===== src/logic/chain_spi_pkg.sv =====
// Purpose: shared constants for the chained three-byte serial register port
// Assumes: system clock of 200 MHz, serial clock made by the master end
// Notes:   both link ends use these names; the joining interface does not
`default_nettype none

package chain_spi_pkg;

  // ----------------------------------------------------------------------
  // packet framing
  // ----------------------------------------------------------------------
  localparam int unsigned BYTE_BITS      = 8;
  localparam int unsigned PACKET_BYTES   = 3;
  localparam logic [3:0]  BIT_CNT_FULL   = 4'h8;   // bits in one byte
  localparam logic [3:0]  CID_FIRST_BIT  = 4'h3;   // bits before the id field
  localparam logic [1:0]  BYTE_CONTROL   = 2'h0;
  localparam logic [1:0]  BYTE_ADDRESS   = 2'h1;
  localparam logic [1:0]  BYTE_DATA      = 2'h2;

  // ----------------------------------------------------------------------
  // control byte layout
  // ----------------------------------------------------------------------
  localparam int unsigned CTL_BROADCAST_BIT = 7;   // broadcast_flag
  localparam int unsigned CTL_READ_BIT      = 6;   // read_not_write
  localparam int unsigned CTL_RESERVED_BIT  = 5;   // control_reserved_bit
  localparam int unsigned CID_WIDTH         = 5;   // chain_position_id, reversed
  localparam logic [4:0]  CID_ACTIVE        = 5'h00;

  // ----------------------------------------------------------------------
  // timing
  // ----------------------------------------------------------------------
  localparam int unsigned CLK_PERIOD_NS  = 5;
  localparam int unsigned SCLK_PERIOD_NS = 80;
  localparam int unsigned HALF_CYC_DEF   =
    (SCLK_PERIOD_NS / 2 + CLK_PERIOD_NS - 1) / CLK_PERIOD_NS;
  localparam int unsigned SYNC_STAGES    = 3;

endpackage

`default_nettype wire


===== src/logic/chain_spi_if.sv =====
// Purpose: wires between the serial master end and the register port end
// Assumes: slave output line is pulled low when nobody drives it
// Notes:   the line level is resolved here from the output enable
`default_nettype none

interface chain_spi_if;

  // ----------------------------------------------------------------------
  // link signals
  // ----------------------------------------------------------------------
  logic sel_n;          // device select, low while a byte is framed
  logic sclk;           // serial clock from the master
  logic mosi;           // master-out data
  logic miso_drv;       // slave output value
  logic miso_oe;        // slave output enable, high while driving
  logic miso;           // resolved slave output line
  logic chain_data_out; // forwarded stream toward the next device

  // pull-down stands in for the idle line
  assign miso = miso_oe ? miso_drv : 1'b0;

  modport device (
    input  sel_n,
    input  sclk,
    input  mosi,
    output miso_drv,
    output miso_oe,
    output chain_data_out
  );

  modport master (
    output sel_n,
    output sclk,
    output mosi,
    input  miso
  );

endinterface

`default_nettype wire


===== src/logic/chain_spi_device.sv =====
// Purpose: register port end of the chained three-byte serial link
// Assumes: link pins are asynchronous to clk; sclk well below clk/8
// Notes:   register bank sits outside; it answers reg_valid and reg_rdata
//
// Function
// packet is control, address, data bytes
// second byte is register address, msb first
// sample bits on rising sclk, select low
// select deassert after eight bits advances byte
// drive slave output only in read data
// bad bit count loses framing alignment
// sclk rise with select high resets packet
// master resyncs by clocking with select high
// abandoned write leaves register unchanged
// over-clocked data byte need not be guarded
// master repeats broken writes after resync; chain_spi_master never repeats a packet
// control bit six chooses read or write
// broadcast flag ignored on reads
// unimplemented read address returns zero
// broadcast write updates every chained device
// unimplemented write address changes nothing
// slave output stays off during writes
// single device gets all-zero chain id
// forwarded chain id is decremented by one
// chain id sent reversed, lsb at bit four
// device is target only when id zero
// all other bits forwarded unchanged
// reserved control bit ignored when decoding
// write strobe only after full data byte
`default_nettype none

module chain_spi_device (
  input  wire logic       clk,
  input  wire logic       rst,
  chain_spi_if.device     link,
  output logic [7:0]      reg_addr,
  output logic [7:0]      reg_wdata,
  output logic            reg_we,
  input  wire logic [7:0] reg_rdata,
  input  wire logic       reg_valid,
  output logic            frame_lost
);

  // ----------------------------------------------------------------------
  // state
  // ----------------------------------------------------------------------
  typedef struct packed {
    logic [2:0] sclk_s;     // synchroniser chains, [0] is the first stage
    logic [2:0] sel_s;
    logic [2:0] mosi_s;
    logic       sclk_f;     // filtered pin levels
    logic       sel_f;
    logic       mosi_f;
    logic [3:0] bit_cnt;    // bits taken in the current byte
    logic [1:0] byte_idx;   // byte of the packet expected next
    logic       lost;       // framing broken, wait for resync
    logic       borrow;     // serial decrement borrow for the chain id
    logic       flip;       // invert the bit now on the chain output
    logic [7:0] shift_in;
    logic [7:0] ctl;
    logic [7:0] shift_out;
    logic       load_rd;    // fetch read data one cycle after address
    logic       miso;
    logic       miso_oe;
    logic       chain_out;
    logic [7:0] addr;
    logic [7:0] wdata;
    logic       we;
  } dev_s;

  dev_s r;
  dev_s n;

  // ----------------------------------------------------------------------
  // helpers
  // ----------------------------------------------------------------------
  // a change counts only once stages two and three agree
  function automatic logic filt(input logic [2:0] s, input logic cur);
    filt = (s[1] == s[2]) ? s[1] : cur;
  endfunction

  logic sclk_rise;
  logic sclk_fall;
  logic sel_fall;
  logic sel_rise;
  logic cid_zero;
  logic is_read;
  logic wr_go;

  // ----------------------------------------------------------------------
  // next state
  // ----------------------------------------------------------------------
  always_comb
  begin
    n = r;
    n.we = 1'b0;
    // stage one feeds only stage two
    n.sclk_s = {r.sclk_s[1:0], link.sclk};
    n.sel_s  = {r.sel_s[1:0], link.sel_n};
    n.mosi_s = {r.mosi_s[1:0], link.mosi};
    n.sclk_f = filt(r.sclk_s, r.sclk_f);
    n.sel_f  = filt(r.sel_s, r.sel_f);
    n.mosi_f = filt(r.mosi_s, r.mosi_f);

    sclk_rise = n.sclk_f & ~r.sclk_f;
    sclk_fall = ~n.sclk_f & r.sclk_f;
    sel_fall  = ~n.sel_f & r.sel_f;
    sel_rise  = n.sel_f & ~r.sel_f;

    // reversed id: any set bit means some other device is the target
    cid_zero = (r.ctl[chain_spi_pkg::CID_WIDTH-1:0] == chain_spi_pkg::CID_ACTIVE);
    // bit five plays no part in the decode
    is_read  = r.ctl[chain_spi_pkg::CTL_READ_BIT];
    wr_go    = ~is_read & (r.ctl[chain_spi_pkg::CTL_BROADCAST_BIT] | cid_zero)
               & reg_valid;

    // read data captured after the bank has seen the new address
    if (r.load_rd)
    begin
      n.shift_out = reg_valid ? reg_rdata : 8'h00;
      n.load_rd   = 1'b0;
    end

    if (sclk_rise)
    begin
      if (n.sel_f)
      begin
        // clocking with select high restarts the packet
        n.byte_idx = chain_spi_pkg::BYTE_CONTROL;
        n.bit_cnt  = 4'h0;
        n.lost     = 1'b0;
        n.borrow   = 1'b1;
      end
      else if (!r.lost)
      begin
        if (r.bit_cnt == chain_spi_pkg::BIT_CNT_FULL)
        begin
          // a ninth edge: drop the packet instead of risking a write
          n.lost = 1'b1;
        end
        else
        begin
          n.shift_in = {r.shift_in[6:0], r.mosi_f};
          n.bit_cnt  = r.bit_cnt + 4'h1;
          if (r.byte_idx == chain_spi_pkg::BYTE_CONTROL &&
              r.bit_cnt >= chain_spi_pkg::CID_FIRST_BIT)
          begin
            n.borrow = r.borrow & ~r.mosi_f;
          end
        end
      end
    end

    // next read bit goes out on the falling edge
    if (sclk_fall && !n.sel_f)
    begin
      n.shift_out = {r.shift_out[6:0], 1'b0};
    end

    // the id bit on the wire is known from the count at each falling edge
    if ((sclk_fall && !n.sel_f) || sel_fall)
    begin
      n.flip = (n.byte_idx == chain_spi_pkg::BYTE_CONTROL) &&
               (n.bit_cnt >= chain_spi_pkg::CID_FIRST_BIT) &&
               (n.bit_cnt < chain_spi_pkg::BIT_CNT_FULL) && n.borrow;
    end

    if (sel_fall)
    begin
      n.bit_cnt = 4'h0;
    end

    if (sel_rise)
    begin
      n.flip    = 1'b0;
      n.bit_cnt = 4'h0;
      if (!r.lost)
      begin
        if (r.bit_cnt != chain_spi_pkg::BIT_CNT_FULL)
        begin
          // short byte: abandon, nothing is written
          n.lost = 1'b1;
        end
        else
        begin
          unique case (r.byte_idx)
            chain_spi_pkg::BYTE_CONTROL:
            begin
              n.ctl      = r.shift_in;
              n.byte_idx = chain_spi_pkg::BYTE_ADDRESS;
            end
            chain_spi_pkg::BYTE_ADDRESS:
            begin
              n.addr     = r.shift_in;
              n.load_rd  = 1'b1;
              n.byte_idx = chain_spi_pkg::BYTE_DATA;
            end
            chain_spi_pkg::BYTE_DATA:
            begin
              n.wdata    = r.shift_in;
              n.we       = wr_go;
              n.byte_idx = chain_spi_pkg::BYTE_CONTROL;
              n.borrow   = 1'b1;
            end
            default:
            begin
              n.lost = 1'b1;
            end
          endcase
        end
      end
    end

    // only the addressed device answers a read; broadcast has no say
    n.miso_oe = ~n.sel_f & ~n.lost & (n.byte_idx == chain_spi_pkg::BYTE_DATA) &
                n.ctl[chain_spi_pkg::CTL_READ_BIT] &
                (n.ctl[chain_spi_pkg::CID_WIDTH-1:0] == chain_spi_pkg::CID_ACTIVE);
    n.miso      = n.shift_out[7];
    n.chain_out = n.mosi_f ^ n.flip;
  end

  // ----------------------------------------------------------------------
  // registers
  // ----------------------------------------------------------------------
  always_ff @(posedge clk)
  begin
    if (rst)
    begin
      r          <= '0;
      r.sclk_s   <= 3'h0;
      r.sel_s    <= 3'h7;   // select idles high
      r.sel_f    <= 1'b1;
      r.borrow   <= 1'b1;
      r.lost     <= 1'b1;   // first packet must follow a resync
    end
    else
    begin
      r <= n;
    end
  end

  // ----------------------------------------------------------------------
  // outputs, all straight from flip-flops
  // ----------------------------------------------------------------------
  assign link.miso_drv       = r.miso;
  assign link.miso_oe        = r.miso_oe;
  assign link.chain_data_out = r.chain_out;
  assign reg_addr            = r.addr;
  assign reg_wdata           = r.wdata;
  assign reg_we              = r.we;
  assign frame_lost          = r.lost;

endmodule

`default_nettype wire


===== src/flat_wrapper.sv =====
// flat-port wrapper written by rule: the top's interface ports become plain ports
module chain_spi_device_flat 
  (clk, rst, reg_addr, reg_wdata, reg_we, reg_rdata, reg_valid, frame_lost, link_sel_n, link_sclk, link_mosi, link_miso_drv, link_miso_oe, link_chain_data_out);
  chain_spi_if link_i ();
  input  wire logic clk;
  input  wire logic rst;
  output logic [7:0] reg_addr;
  output logic [7:0] reg_wdata;
  output logic reg_we;
  input  wire logic [7:0] reg_rdata;
  input  wire logic reg_valid;
  output logic frame_lost;
  input wire logic [$bits(link_i.sel_n)-1:0] link_sel_n;
  input wire logic [$bits(link_i.sclk)-1:0] link_sclk;
  input wire logic [$bits(link_i.mosi)-1:0] link_mosi;
  output wire logic [$bits(link_i.miso_drv)-1:0] link_miso_drv;
  output wire logic [$bits(link_i.miso_oe)-1:0] link_miso_oe;
  output wire logic [$bits(link_i.chain_data_out)-1:0] link_chain_data_out;
  assign link_i.sel_n = link_sel_n;
  assign link_i.sclk = link_sclk;
  assign link_i.mosi = link_mosi;
  assign link_miso_drv = link_i.miso_drv;
  assign link_miso_oe = link_i.miso_oe;
  assign link_chain_data_out = link_i.chain_data_out;
  chain_spi_device u_core (.clk(clk), .rst(rst), .link(link_i), .reg_addr(reg_addr), .reg_wdata(reg_wdata), .reg_we(reg_we), .reg_rdata(reg_rdata), .reg_valid(reg_valid), .frame_lost(frame_lost));
endmodule

===== config.mk =====
export PLATFORM = sky130hd
export DESIGN_NAME = chain_spi_device_flat
export DESIGN_NICKNAME = d
export VERILOG_FILES = /design/src/logic/chain_spi_pkg.sv /design/src/logic/chain_spi_if.sv /design/src/logic/chain_spi_device.sv /design/src/flat_wrapper.sv
export SDC_FILE = /design/constraint.sdc
export NUM_CORES = 1
export LEC_CHECK = 0
export ABC_AREA = 0
export CORE_ASPECT_RATIO = 2
export CORE_MARGIN = 2
export CORE_UTILIZATION = 39
export DETAILED_ROUTE_END_ITERATION = 10
export DONT_BUFFER_PORTS = 1
export GPL_TIMING_DRIVEN = 0
export SLEW_MARGIN = 0
export SYNTH_ARGS = -nofsm -noshare
export SYNTH_HDL_FRONTEND = slang
export SYNTH_SLANG_ARGS = --single-unit

===== constraint.sdc =====
create_clock -name clk -period 6.6 [get_ports clk]
set_input_delay 1.32 -clock clk [delete_from_list [all_inputs] [get_ports clk]]
set_output_delay 1.32 -clock clk [all_outputs]
set_load 0.01 [all_outputs]

# --- Word-level counts from Yosys, hierarchy flattened ---
# Cells that the tools add are included.
word_totals:
  output_inout_bits: 21
  word_cells: 113
  ff_bits: 65
op_classes:
  addsub: 1
  magnitude_cmp: 3
  n_bitwise: 25
  n_reduce_logical: 20
  eq_ne: 8
  mux: 33
op_table:
  columns: ["cell", "count"]
  rows:
  - ["two-way mux 7 bit", 4]
  - ["two-way mux 8 bit", 3]
  - ["two-way mux 4 bit", 4]
  - ["AND reduction 4 bit", 4]
  - ["two-way mux 1 bit", 15]
  - ["NOT 1 bit", 12]
  - ["bitwise AND 1 bit", 11]
  - ["logical NOT 5 bit", 2]
  - ["two-way mux 9 bit", 1]
  - ["greater-or-equal comparator 4 x 2 -> 1 bit, second input constant", 2]
  - ["two-way mux 2 bit", 4]
  - ["case mux 2 bit (3 select lines)", 1]
  - ["OR reduction 3 bit", 2]
  - ["logical AND 1 bit", 5]
  - ["two-way mux 5 bit", 1]
  - ["OR reduction 5 bit", 1]
  - ["adder 4 x 1 -> 4 bit, second input constant", 1]
  - ["== test 2 bit, second input constant", 2]
  - ["== test 4 bit, second input constant", 1]
  - ["logical NOT 2 bit", 2]
  - ["< comparator 4 bit, second input constant", 1]
  - ["inequality test 4 bit, second input constant", 1]
  - ["== test 1 bit", 3]
  - ["== test 2 x 1 -> 1 bit, second input constant", 1]
  - ["other kinds (6)", 6]

# --- Logic depth before layout (Yosys ltp) ---
# Gate-level depths: netlist of the first run.
depth:
  depth_word: 18
  ltp_mapped: 10
  ltp_nobuf: 8

# --- Worst setup path before layout of the first run ---
# No wires, ideal clock.
synth_timing:
  path_type: "reg-to-reg"
  startpoint: "register u_core.r[50] (netlist name)"
  endpoint: "register u_core.r, in the netlist u_core.link.chain_data_out"
  t_arrival_ps: 1988
  setup_slack_ps: 4491
  path_buffers: 2
  setup_ps: 121
  path_stages_with_launch: 11
  required_time_ps: 6479
  path_cell_list: "dfxtp_1 > inv_1 > ha_1 > and3b_1 > buf_2 > nor4_1 > buf_4 > o22ai_1 > o211ai_2 > nand2_1 > mux2_4"
synth_between:
  elab_chain_len: 12
  elab_cells_between_ends: 20
  classes_between: "add/sub: 1; order compare: 3; eq/ne: 1; mux: 10; bitwise: 1; reduce/logical: 4"
synth_lines:
  columns: ["item", "line_no", "text"]
  rows:
  - ["start: declaration", "chain_spi_device.sv:71", "dev_s r;"]
  - ["start signal: assignment", "chain_spi_device.sv:238", "r <= n;"]
  - ["adder 4 x 1 -> 4 bit or == test 4 bit (tied branches)", "chain_spi_device.sv:144, chain_spi_device.sv:136", null]
  - ["two-way mux 4 bit", "chain_spi_device.sv:136", "if (r.bit_cnt == chain_spi_pkg::BIT_CNT_FULL)"]
  - ["two-way mux 4 bit", "chain_spi_device.sv:134", "else if (!r.lost)"]
  - ["two-way mux 4 bit", "chain_spi_device.sv:126", "if (n.sel_f)"]
  - ["two-way mux 8 bit *", "chain_spi_device.sv:124", "if (sclk_rise)"]
  - ["greater-or-equal comparator 4 x 2 -> 1 bit", "chain_spi_device.sv:164", "(n.bit_cnt >= chain_spi_pkg::CID_FIRST_BIT) &&"]
  - ["logical AND 1 bit", "chain_spi_device.sv:163", "n.flip = (n.byte_idx == chain_spi_pkg::BYTE_CONTROL) &&"]
  - ["logical AND 1 bit", "chain_spi_device.sv:164", null]
  - ["logical AND 1 bit *", "chain_spi_device.sv:165", "(n.bit_cnt < chain_spi_pkg::BIT_CNT_FULL) && n.borrow;"]
  - ["two-way mux 1 bit *", "chain_spi_device.sv:161", "if ((sclk_fall && !n.sel_f) || sel_fall)"]
  - ["two-way mux 5 bit *", "chain_spi_device.sv:173", "if (sel_rise)"]
  - ["XOR 1 bit *", "chain_spi_device.sv:219", "n.chain_out = n.mosi_f ^ n.flip;"]
# Mark *: on every way between the ends. The rest lies on a longest branch, timed or not.
# A chain may end at the register's enable or synchronous reset.

# --- Worst setup path after layout of the first run ---
# Ends and elaborated chain as after synthesis.

==> results of run 1 <==
-- kinds of logic after synthesis --
family	after synthesis
multiplexers	23
XOR/XNOR	1
buffers and inverters	35
AND/OR/NAND/NOR	125
adder cells (fa/ha/maj)	4
AO/OA/AOI/OAI	41
flip-flops	64
-- area by class of cell --
class	instances	area [um^2]
Inverter	6	22.5
Sequential cell	64	1280
Clock buffer	12	256
Buffer	29	175
Clock inverter	3	17.5
Tap cell	88	110
Fill cell	687	3570
Multi-Input combinational cell	194	1180
-- synth_stat cells (2+ instances only) --
library cell,number,area [um^2]
nand2_1,20,75.1
or4_1,2,15.0
a31oi_1,2,12.5
or2_2,4,25.0
nor2b_1,9,56.3
clkbuf_1,9,33.8
a22oi_1,2,15.0
nor3_1,10,50.1
nand3_1,13,65.1
nor2_1,47,176
nor4_1,2,12.5
and3b_1,2,17.5
nor3b_1,2,15.0
a21oi_1,16,80.1
o21ai_0,5,25.0
dfxtp_1,64,1280
inv_1,6,22.5
mux2i_1,21,210
buf_2,2,10.0
o31ai_1,2,15.0
maj3_1,2,20.0
a221oi_1,7,61.3
ha_1,2,25.0
buf_4,17,128
and2_1,3,18.8
nand3b_1,3,22.5
-- registers in the layout (all words and copies together), names as in the netlist --
register / flops
u_core.is_read: 1
u_core.reg_we: 1
u_core.frame_lost: 1
u_core.link.chain_data_out: 1
u_core.n: 6
u_core.reg_wdata: 8
u_core.r: 37
u_core.reg_addr: 8
u_core.link.miso_oe: 1
-- through the flow --
step | utilization | total power [mW]
3_5_place_dp | 0.419 | 0.411
5_1_grt | 0.460 | 0.864
3_3_place_gp | 0.419 | 0.411
4_1_cts | 0.460 | 0.845
6_report | 0.460 | 0.836
2_1_floorplan | - | 0.407
-- path summary, 6_finish.rpt --
path	start	endpoint	slack, ns	cells past startpoint
max	u_core.r[50]	u_core.link.chain_data_out	4.12	10
min reg2reg	u_core.n[61]	u_core.n[62]	0.41	1
min	u_core.n[61]	u_core.n[62]	0.41	1
max reg2reg	u_core.r[50]	u_core.link.chain_data_out	4.12	10
-- power breakdown --
| part | switching (mW) | internal, mW | leakage [nW] |
|---|---|---|---|
| clock network | 0.162 | 0.271 | 0.134 |
| registers | 0.00149 | 0.389 | 0.517 |
| logic | 0.00864 | 0.00348 | 0.585 |
| total | 0.173 | 0.663 | 1.24 |
-- layer usage --
| layer | up-vias | GRT usage |
|---|---|---|
| met1 | 999 | 0.159 |
| li1 | 1028 | - |
| met4 | 0 | 0.124 |
| met5 | - | 0 |
| met3 | 17 | 0.0408 |
| met2 | 39 | 0.308 |
==> results.toml, run 1 <==
[floorplan]
start_util = 0.402
top_level_ports = 35
die_w_um = 62.4
rows = 42
fp.dieH_um = 121
core_area_um2 = 6620
die-area_um2 = 7550

[cts]
cts-hold-fix-buffers = 0
clock-root-buffer = "clkbuf_16"
clk_pin_slew_worst_paths_ns = 0.05
worstSkewPairLatency_ns = 0.33
cts_buffer_depth = 2
cts_resized = 0
post-cts-setup-buffers = 0
clock-sinks = 64
cts_made_buffers = 9
cts_tree = "done"
htreeDepth = 3

[timing]
period_share = 0.376
worst_slack_ns = 4.12
setup_viol = 0
period_needed_ns = 2.48
whs_ns = 0.411
hold_violations = 0
fmax_mhz = 403
slew_violations = 0
tightest_slew_ns = 0.843
setup-tns-final_ns = 0
max-slew-margin-rel = 0.436
rsz0062_at_grt = "false"
fin_skew_ns = 0.00557

[route]
drt-met1-wl_um = 2290
top_layer_used = "met4"
met2WireLength_um = 3240
wl_per_cell_um = 15.1
first_pass_iters = 4
wl_um = 5970
ant_nets = 0
drtIter0Drc = 52
vias_per_cell = 5.26
wl_met3_um = 203
drc_errors = 0
num_vias = 2083

[synth]
yosysSeqAreaShare = 0.481
synth_adder_area_share = 0.0169
ys.warnings.count = 0
synth_edf_count = 0
synth_compound_area_frac = 0.101
syn_inst = 293
synth-seq-cells = 64
synth_ff_type = "dfxtp_1"
synth.cell_area_um2 = 2660
syn_area_per_cell_um2 = 9.09
synth_nets = 309
synth_cell_types = 45
synth-xor-area-share = 0.00329
yosys.area_share.simple = 0.234
synth.mux.area_fraction = 0.0888
synth_top_family_by_area = "simple AND/OR/NAND/NOR gates"
async_reset_ff_frac = 0

[place]
port_buffers = 0
placedCellCount = 381
gp_congestion = 0.889
dp_hpwl_um = 4260
place_ws_ns = 4.13
placed_area_um2 = 2770

[finish]
final_area_um2 = 3050
final_layout_size_suffix_gt1_frac = 0.140
layout_commonest_cell = "dfxtp_1"
num_antenna_cells = 0
final_cell_mix = "64 x dfxtp_1, 47 x nor2_1, 21 x mux2i_1, 20 x nand2_1, 17 x buf_4"
nets = 320
area.growth.synth_to_final_pct = 14.4
instances_no_fill = 396

[global_routing]
grt_pass1_wl_um = 9470
grt_max_degree = 11
antenna_found_initial = 0
grt_use_total = 0.168
grt_overflow = 0
grt_pass1_vias = 1967

[critical_path]
crit_family = "simple AND/OR/NAND/NOR gates"
crit_required_ns = 6.82
critical-path-slowest-cell = "dfxtp_1"
crit_buf_inv = 3
crit_path_end_kind = "flip-flop"
crit_path_cell_trace = "inv_1 > ha_1 > and3b_1 > buf_2 > nor4_1 > buf_4 > o22ai_1 > o211ai_2 > nand2_1 > mux2_4"
crit_type = "flip-flop to flip-flop"
arrival_ns = 2.70
start_kind = "flip-flop"
path_max_fanout = 9
max_stage_delay_ns = 0.42

[outcome]
status = "complete, no violations"

[pwr]
p_per_area_nw_per_um2 = 274
p_leak_nw = 1.24
peakVddDrop_mv = 0.157

[flow_run]
drv_cap = 0

[hold_path]
hold_path_class = "flip-flop to flip-flop"
Power figures use the tool's default switching activity.
==> run 2: changes to the inputs <==
==> constraint.sdc (replaced) <==
create_clock -name clk -period 2.6 [get_ports clk]
set_input_delay 0.52 -clock clk [delete_from_list [all_inputs] [get_ports clk]]
set_output_delay 0.52 -clock clk [all_outputs]
set_load 0.01 [all_outputs]
==> run 2 against run 1 <==
Clock power rose to 2.5 times the previous value; cell count unchanged; sequential share of layout area about the same; clock skew about the same; clock-buffer cell count unchanged; critical path depth unchanged; via count up 0.72%; sequential power rose to 2.5 times the previous value; critical path type unchanged; largest cell class unchanged.
==> results.toml, run 2 (synthesis gave the netlist of run 1 again) <==
[outcome]
status = "complete, no violations"

[pwr]
power_mw = 2.12
p_per_area_nw_per_um2 = 696
p_leak_nw = 1.24
peakVddDrop_mv = 0.399

[hold_path]
hold_depth = 1
hold_path_class = "input pin to flip-flop"
hp-start = "rst"
hold_end = "u_core.r[54]"

[floorplan]
rows = 42
die_w_um = 62.4
fp.dieH_um = 121
die-area_um2 = 7550
top_level_ports = 35
core_area_um2 = 6620
start_util = 0.402

[finish]
area.growth.synth_to_final_pct = 14.5
nets = 320
largest-register = "u_core.r"
num_antenna_cells = 0
final_cell_mix = "64 x dfxtp_1, 47 x nor2_1, 21 x mux2i_1, 19 x nand2_1, 17 x buf_4"
final_layout_size_suffix_gt1_frac = 0.143
layout_commonest_cell = "dfxtp_1"
largest_reg_flops = 37
fin_util = 0.461

[cts]
clock-sinks = 64
worstSkewPairLatency_ns = 0.33
cts_tree = "done"
cts_made_buffers = 9
cts_buffer_depth = 2
htreeDepth = 3
clk_pin_slew_worst_paths_ns = 0.05
post-cts-setup-buffers = 0
clock-root-buffer = "clkbuf_16"

[critical_path]
crit_type = "flip-flop to flip-flop"
arrival_ns = 2.70
crit_path_cell_trace = "inv_1 > ha_1 > and3b_1 > buf_2 > nor4_1 > buf_4 > o22ai_1 > o211ai_2 > nand2_1 > mux2_4"
start_kind = "flip-flop"
critical-path-slowest-cell = "dfxtp_1"
path_max_fanout = 9
max_stage_delay_ns = 0.42
reg2reg_to = "u_core.link.chain_data_out"
crit_path_end_kind = "flip-flop"
startpoint = "u_core.r[50]"
ff2ff_setup_slack_ns = 0.12
ff2ff_path_depth = 10
crit_required_ns = 2.82
r2r-start = "u_core.r[50]"

[route]
vias_per_cell = 5.30
drc_errors = 0
wl_per_cell_um = 15.1
ant_nets = 0
num_vias = 2098
wl_um = 6000
first_pass_iters = 4
drtIter0Drc = 72

[global_routing]
antenna_found_initial = 0
grt_pass1_vias = 1967
grt_pass1_wl_um = 9470
grt_max_degree = 11
grt_overflow = 0
grt_use_total = 0.168

[timing]
worst_slack_ns = 0.117
setup-tns-final_ns = 0
hold_violations = 0
rsz0062_at_grt = "false"
fmax_mhz = 403
max-slew-margin-rel = 0.432
tightest_slew_ns = 0.848
period_share = 0.955
slew_violations = 0
fin_skew_ns = 0.00557
setup_viol = 0
period_needed_ns = 2.48

[place]
port_buffers = 0
place_ws_ns = 0.155
gp_congestion = 0.889
dp_hpwl_um = 4260

[flow_run]
drv_cap = 0
==> run 2: cell counts in the layout (fill, tap and decap cells not counted) <==
Identical to the previous run, type by type.
==> run 2: worst max path at each step <==
| stage | endpoint | cells past startpoint |
|---|---|---|
| after floorplan | u_core.link.chain_data_out | 10 |
| after global placement | u_core.link.chain_data_out | 10 |
| after detailed placement | u_core.link.chain_data_out | 10 |
| after CTS | u_core.link.chain_data_out | 10 |
| after global routing | u_core.link.chain_data_out | 10 |
| final | u_core.link.chain_data_out | 10 |
==> run 2: cell type report <==
cell class / count / area (um^2)
plain buffers: 29 / 175
clock buffers: 12 / 256
clock inverters: 3 / 17.5
fillers: 687 / 3570
inverters: 6 / 22.5
multi-input cells: 194 / 1190
flip-flops and latches: 64 / 1280
well taps: 88 / 110
==> run 2: power breakdown <==
group          switching, mW  leakage (nW)  internal, mW  total (mW)
Sequential           0.00378         0.517         0.988       0.992
Clock                  0.413         0.134         0.687        1.10
Combinational         0.0220         0.586       0.00884      0.0308
==> run 2: metal layers <==
| layer | up-vias | GRT usage | share of wire |
|---|---|---|---|
| met4 | 0 | 0.124 | 0.041 |
| li1 | 1028 | - | - |
| met1 | 1010 | 0.159 | 0.38 |
| met5 | - | 0 | 0 |
| met3 | 17 | 0.0408 | 0.036 |
| met2 | 43 | 0.308 | 0.54 |
==> run 2: critical path: cells and delay by family (launching register included) <==
kind            cells  cell delay (ns)
flops               1             0.42
simple gates        3             0.62
mux                 1             0.31
buf+inv             3             0.49
fa+ha+maj           1             0.21
compound gates      2             0.33
==> run 2: metrics by stage <==
step | hold WS (ns) | instances | cell area, um^2
floorplan | 0.389 | 293 | 2660
global placement | 0.395 | 381 | 2770
detailed placement | 0.400 | 381 | 2770
CTS | 0.259 | 396 | 3050
global route | 0.263 | 396 | 3050
finish | 0.265 | 396 | 3050
==> run 2: timing repair <==
action,CTS,global route
endpoints found under the setup margin,0,1
resized for setup,0,1
hold buffers,0,0
==> run 3: changes to the inputs <==
--- a/config.mk
+++ b/config.mk
@@ -12,6 +12,7 @@
 export DETAILED_ROUTE_END_ITERATION = 10
 export DONT_BUFFER_PORTS = 1
 export GPL_TIMING_DRIVEN = 0
+export PLACE_DENSITY_LB_ADDON = 0.05
 export SLEW_MARGIN = 0
 export SYNTH_ARGS = -nofsm -noshare
 export SYNTH_HDL_FRONTEND = slang
==> run 3 against run 2 <==
Power rose by 1.1%; global-route usage is 1.1 points higher; maximum frequency is 7.0% higher; combinational power about the same; clock skew up 0.0026 ns; worst hold slack improved by 0.0075 ns; setup slack gained 0.16 ns; critical path type unchanged; sequential power barely moved.
==> results.toml, run 3 (synthesis gave the netlist of run 1 again) <==
[outcome]
status = "complete, no violations"

[cts]
post-cts-setup-buffers = 0
cts-hold-fix-buffers = 0
clock-sinks = 64
clk_pin_slew_worst_paths_ns = 0.05
cts_buffer_depth = 2
cts_resized = 0
clock-root-buffer = "clkbuf_16"
cts_tree = "done"
worstSkewPairLatency_ns = 0.33
cts_made_buffers = 9
htreeDepth = 3

[finish]
num_antenna_cells = 0
layout_commonest_cell = "dfxtp_1"
area.growth.synth_to_final_pct = 14.9
largest_reg_flops = 37
largest-register = "u_core.r"
final_layout_size_suffix_gt1_frac = 0.146
nets = 320
final_cell_mix = "64 x dfxtp_1, 47 x nor2_1, 21 x mux2i_1, 19 x nand2_1, 17 x buf_4"

[pwr]
peakVddDrop_mv = 0.408
p_leak_nw = 1.25
power_frac_clock = 0.524
p_comb_frac = 0.014
switching_power_mw = 0.432
internal-power_mw = 1.71
power_mw = 2.15
sw_frac_of_total = 0.201
p_per_area_nw_per_um2 = 701
pwr-share-seq = 0.462

[floorplan]
top_level_ports = 35
core_area_um2 = 6620
die_w_um = 62.4
die-area_um2 = 7550
start_util = 0.402
rows = 42
fp.dieH_um = 121

[critical_path]
critical-path-slowest-cell = "dfxtp_1"
crit_path_cell_trace = "inv_1 > ha_1 > and3b_1 > buf_2 > nor4_1 > buf_4 > o22ai_1 > o211ai_2 > nand2_1 > mux2_4"
crit_family = "simple AND/OR/NAND/NOR gates"
crit_path_end_kind = "flip-flop"
start_kind = "flip-flop"
arrival_ns = 2.54
crit_required_ns = 2.82
max_stage_delay_ns = 0.40
crit_type = "flip-flop to flip-flop"
crit_buf_inv = 3
path_max_fanout = 9

[route]
wl_um = 6090
first_pass_iters = 4
drtIter0Drc = 71
num_vias = 2017
drc_errors = 0
ant_nets = 0
vias_per_cell = 5.08
wl_per_cell_um = 15.3

[timing]
period_needed_ns = 2.32
fin_skew_ns = 0.00821
setup-tns-final_ns = 0
tightest_slew_ns = 0.884
rsz0062_at_grt = "false"
fmax_mhz = 431
hold_violations = 0
setup_viol = 0
period_share = 0.892
slew_violations = 0
max-slew-margin-rel = 0.408

[global_routing]
grt_use_total = 0.179
grt_overflow = 0
grt_max_degree = 11
grt_pass1_wl_um = 10300
antenna_found_initial = 0
grt_pass1_vias = 2056

[hold_path]
hold_path_class = "input pin to flip-flop"

[flow_run]
drv_cap = 0

[place]
dp_hpwl_um = 4350
gp_congestion = 0.800
port_buffers = 0
## run 3: final timing paths
kind                     start                    endpoint  slack (ns)  cells past startpoint
setup / recovery  u_core.r[50]  u_core.link.chain_data_out        0.28                     10
hold / removal             rst                u_core.r[54]        0.27                      1
setup reg to reg  u_core.r[50]  u_core.link.chain_data_out        0.28                     10
hold reg to reg   u_core.n[61]                u_core.n[62]        0.41                      1
## run 3: worst reg2reg max path, stage by stage, from the launching register on
cell	delay (ns)
dfxtp_1	0.40
inv_1	0.06
ha_1	0.21
and3b_1	0.17
buf_2	0.15
nor4_1	0.26
buf_4	0.26
o22ai_1	0.14
o211ai_2	0.15
nand2_1	0.10
mux2_4	0.31
## run 3: metal layers
| layer | track usage | routed length [um] |
|---|---|---|
| met1 | 0.192 | 2520 |
| met4 | 0.0944 | 153 |
| met5 | 0 | 0 |
| met3 | 0.0464 | 177 |
| met2 | 0.319 | 3240 |
## run 3: area by class of cell
cell class / count / area (um^2)
Fill cell: 698 / 3560
Sequential cell: 64 / 1280
Multi-Input combinational cell: 194 / 1190
Clock buffer: 13 / 270
Buffer: 29 / 175
Tap cell: 88 / 110
Inverter: 6 / 22.5
Clock inverter: 3 / 15.0
## run 3: power groups by stage
stage	Clock, mW	Combinational (mW)	Sequential (mW)
floorplan	0	0.0222	1.01
global placement	0	0.0315	1.01
detailed placement	0	0.0320	1.01
CTS	1.16	0.0320	0.991
global route	1.20	0.0353	0.991
finish	1.12	0.0306	0.991
## run 3: stage by stage
step	cell area [um^2]	hold WS (ns)	utilization	setup WS (ns)	instances
finish	3060	0.273	0.462	0.280	397
global placement	2770	0.396	0.419	0.182	381
CTS	3060	0.262	0.462	0.148	397
floorplan	2660	0.389	-	0.491	293
detailed placement	2770	0.400	0.419	0.183	381
global route	3060	0.263	0.462	0.0784	397
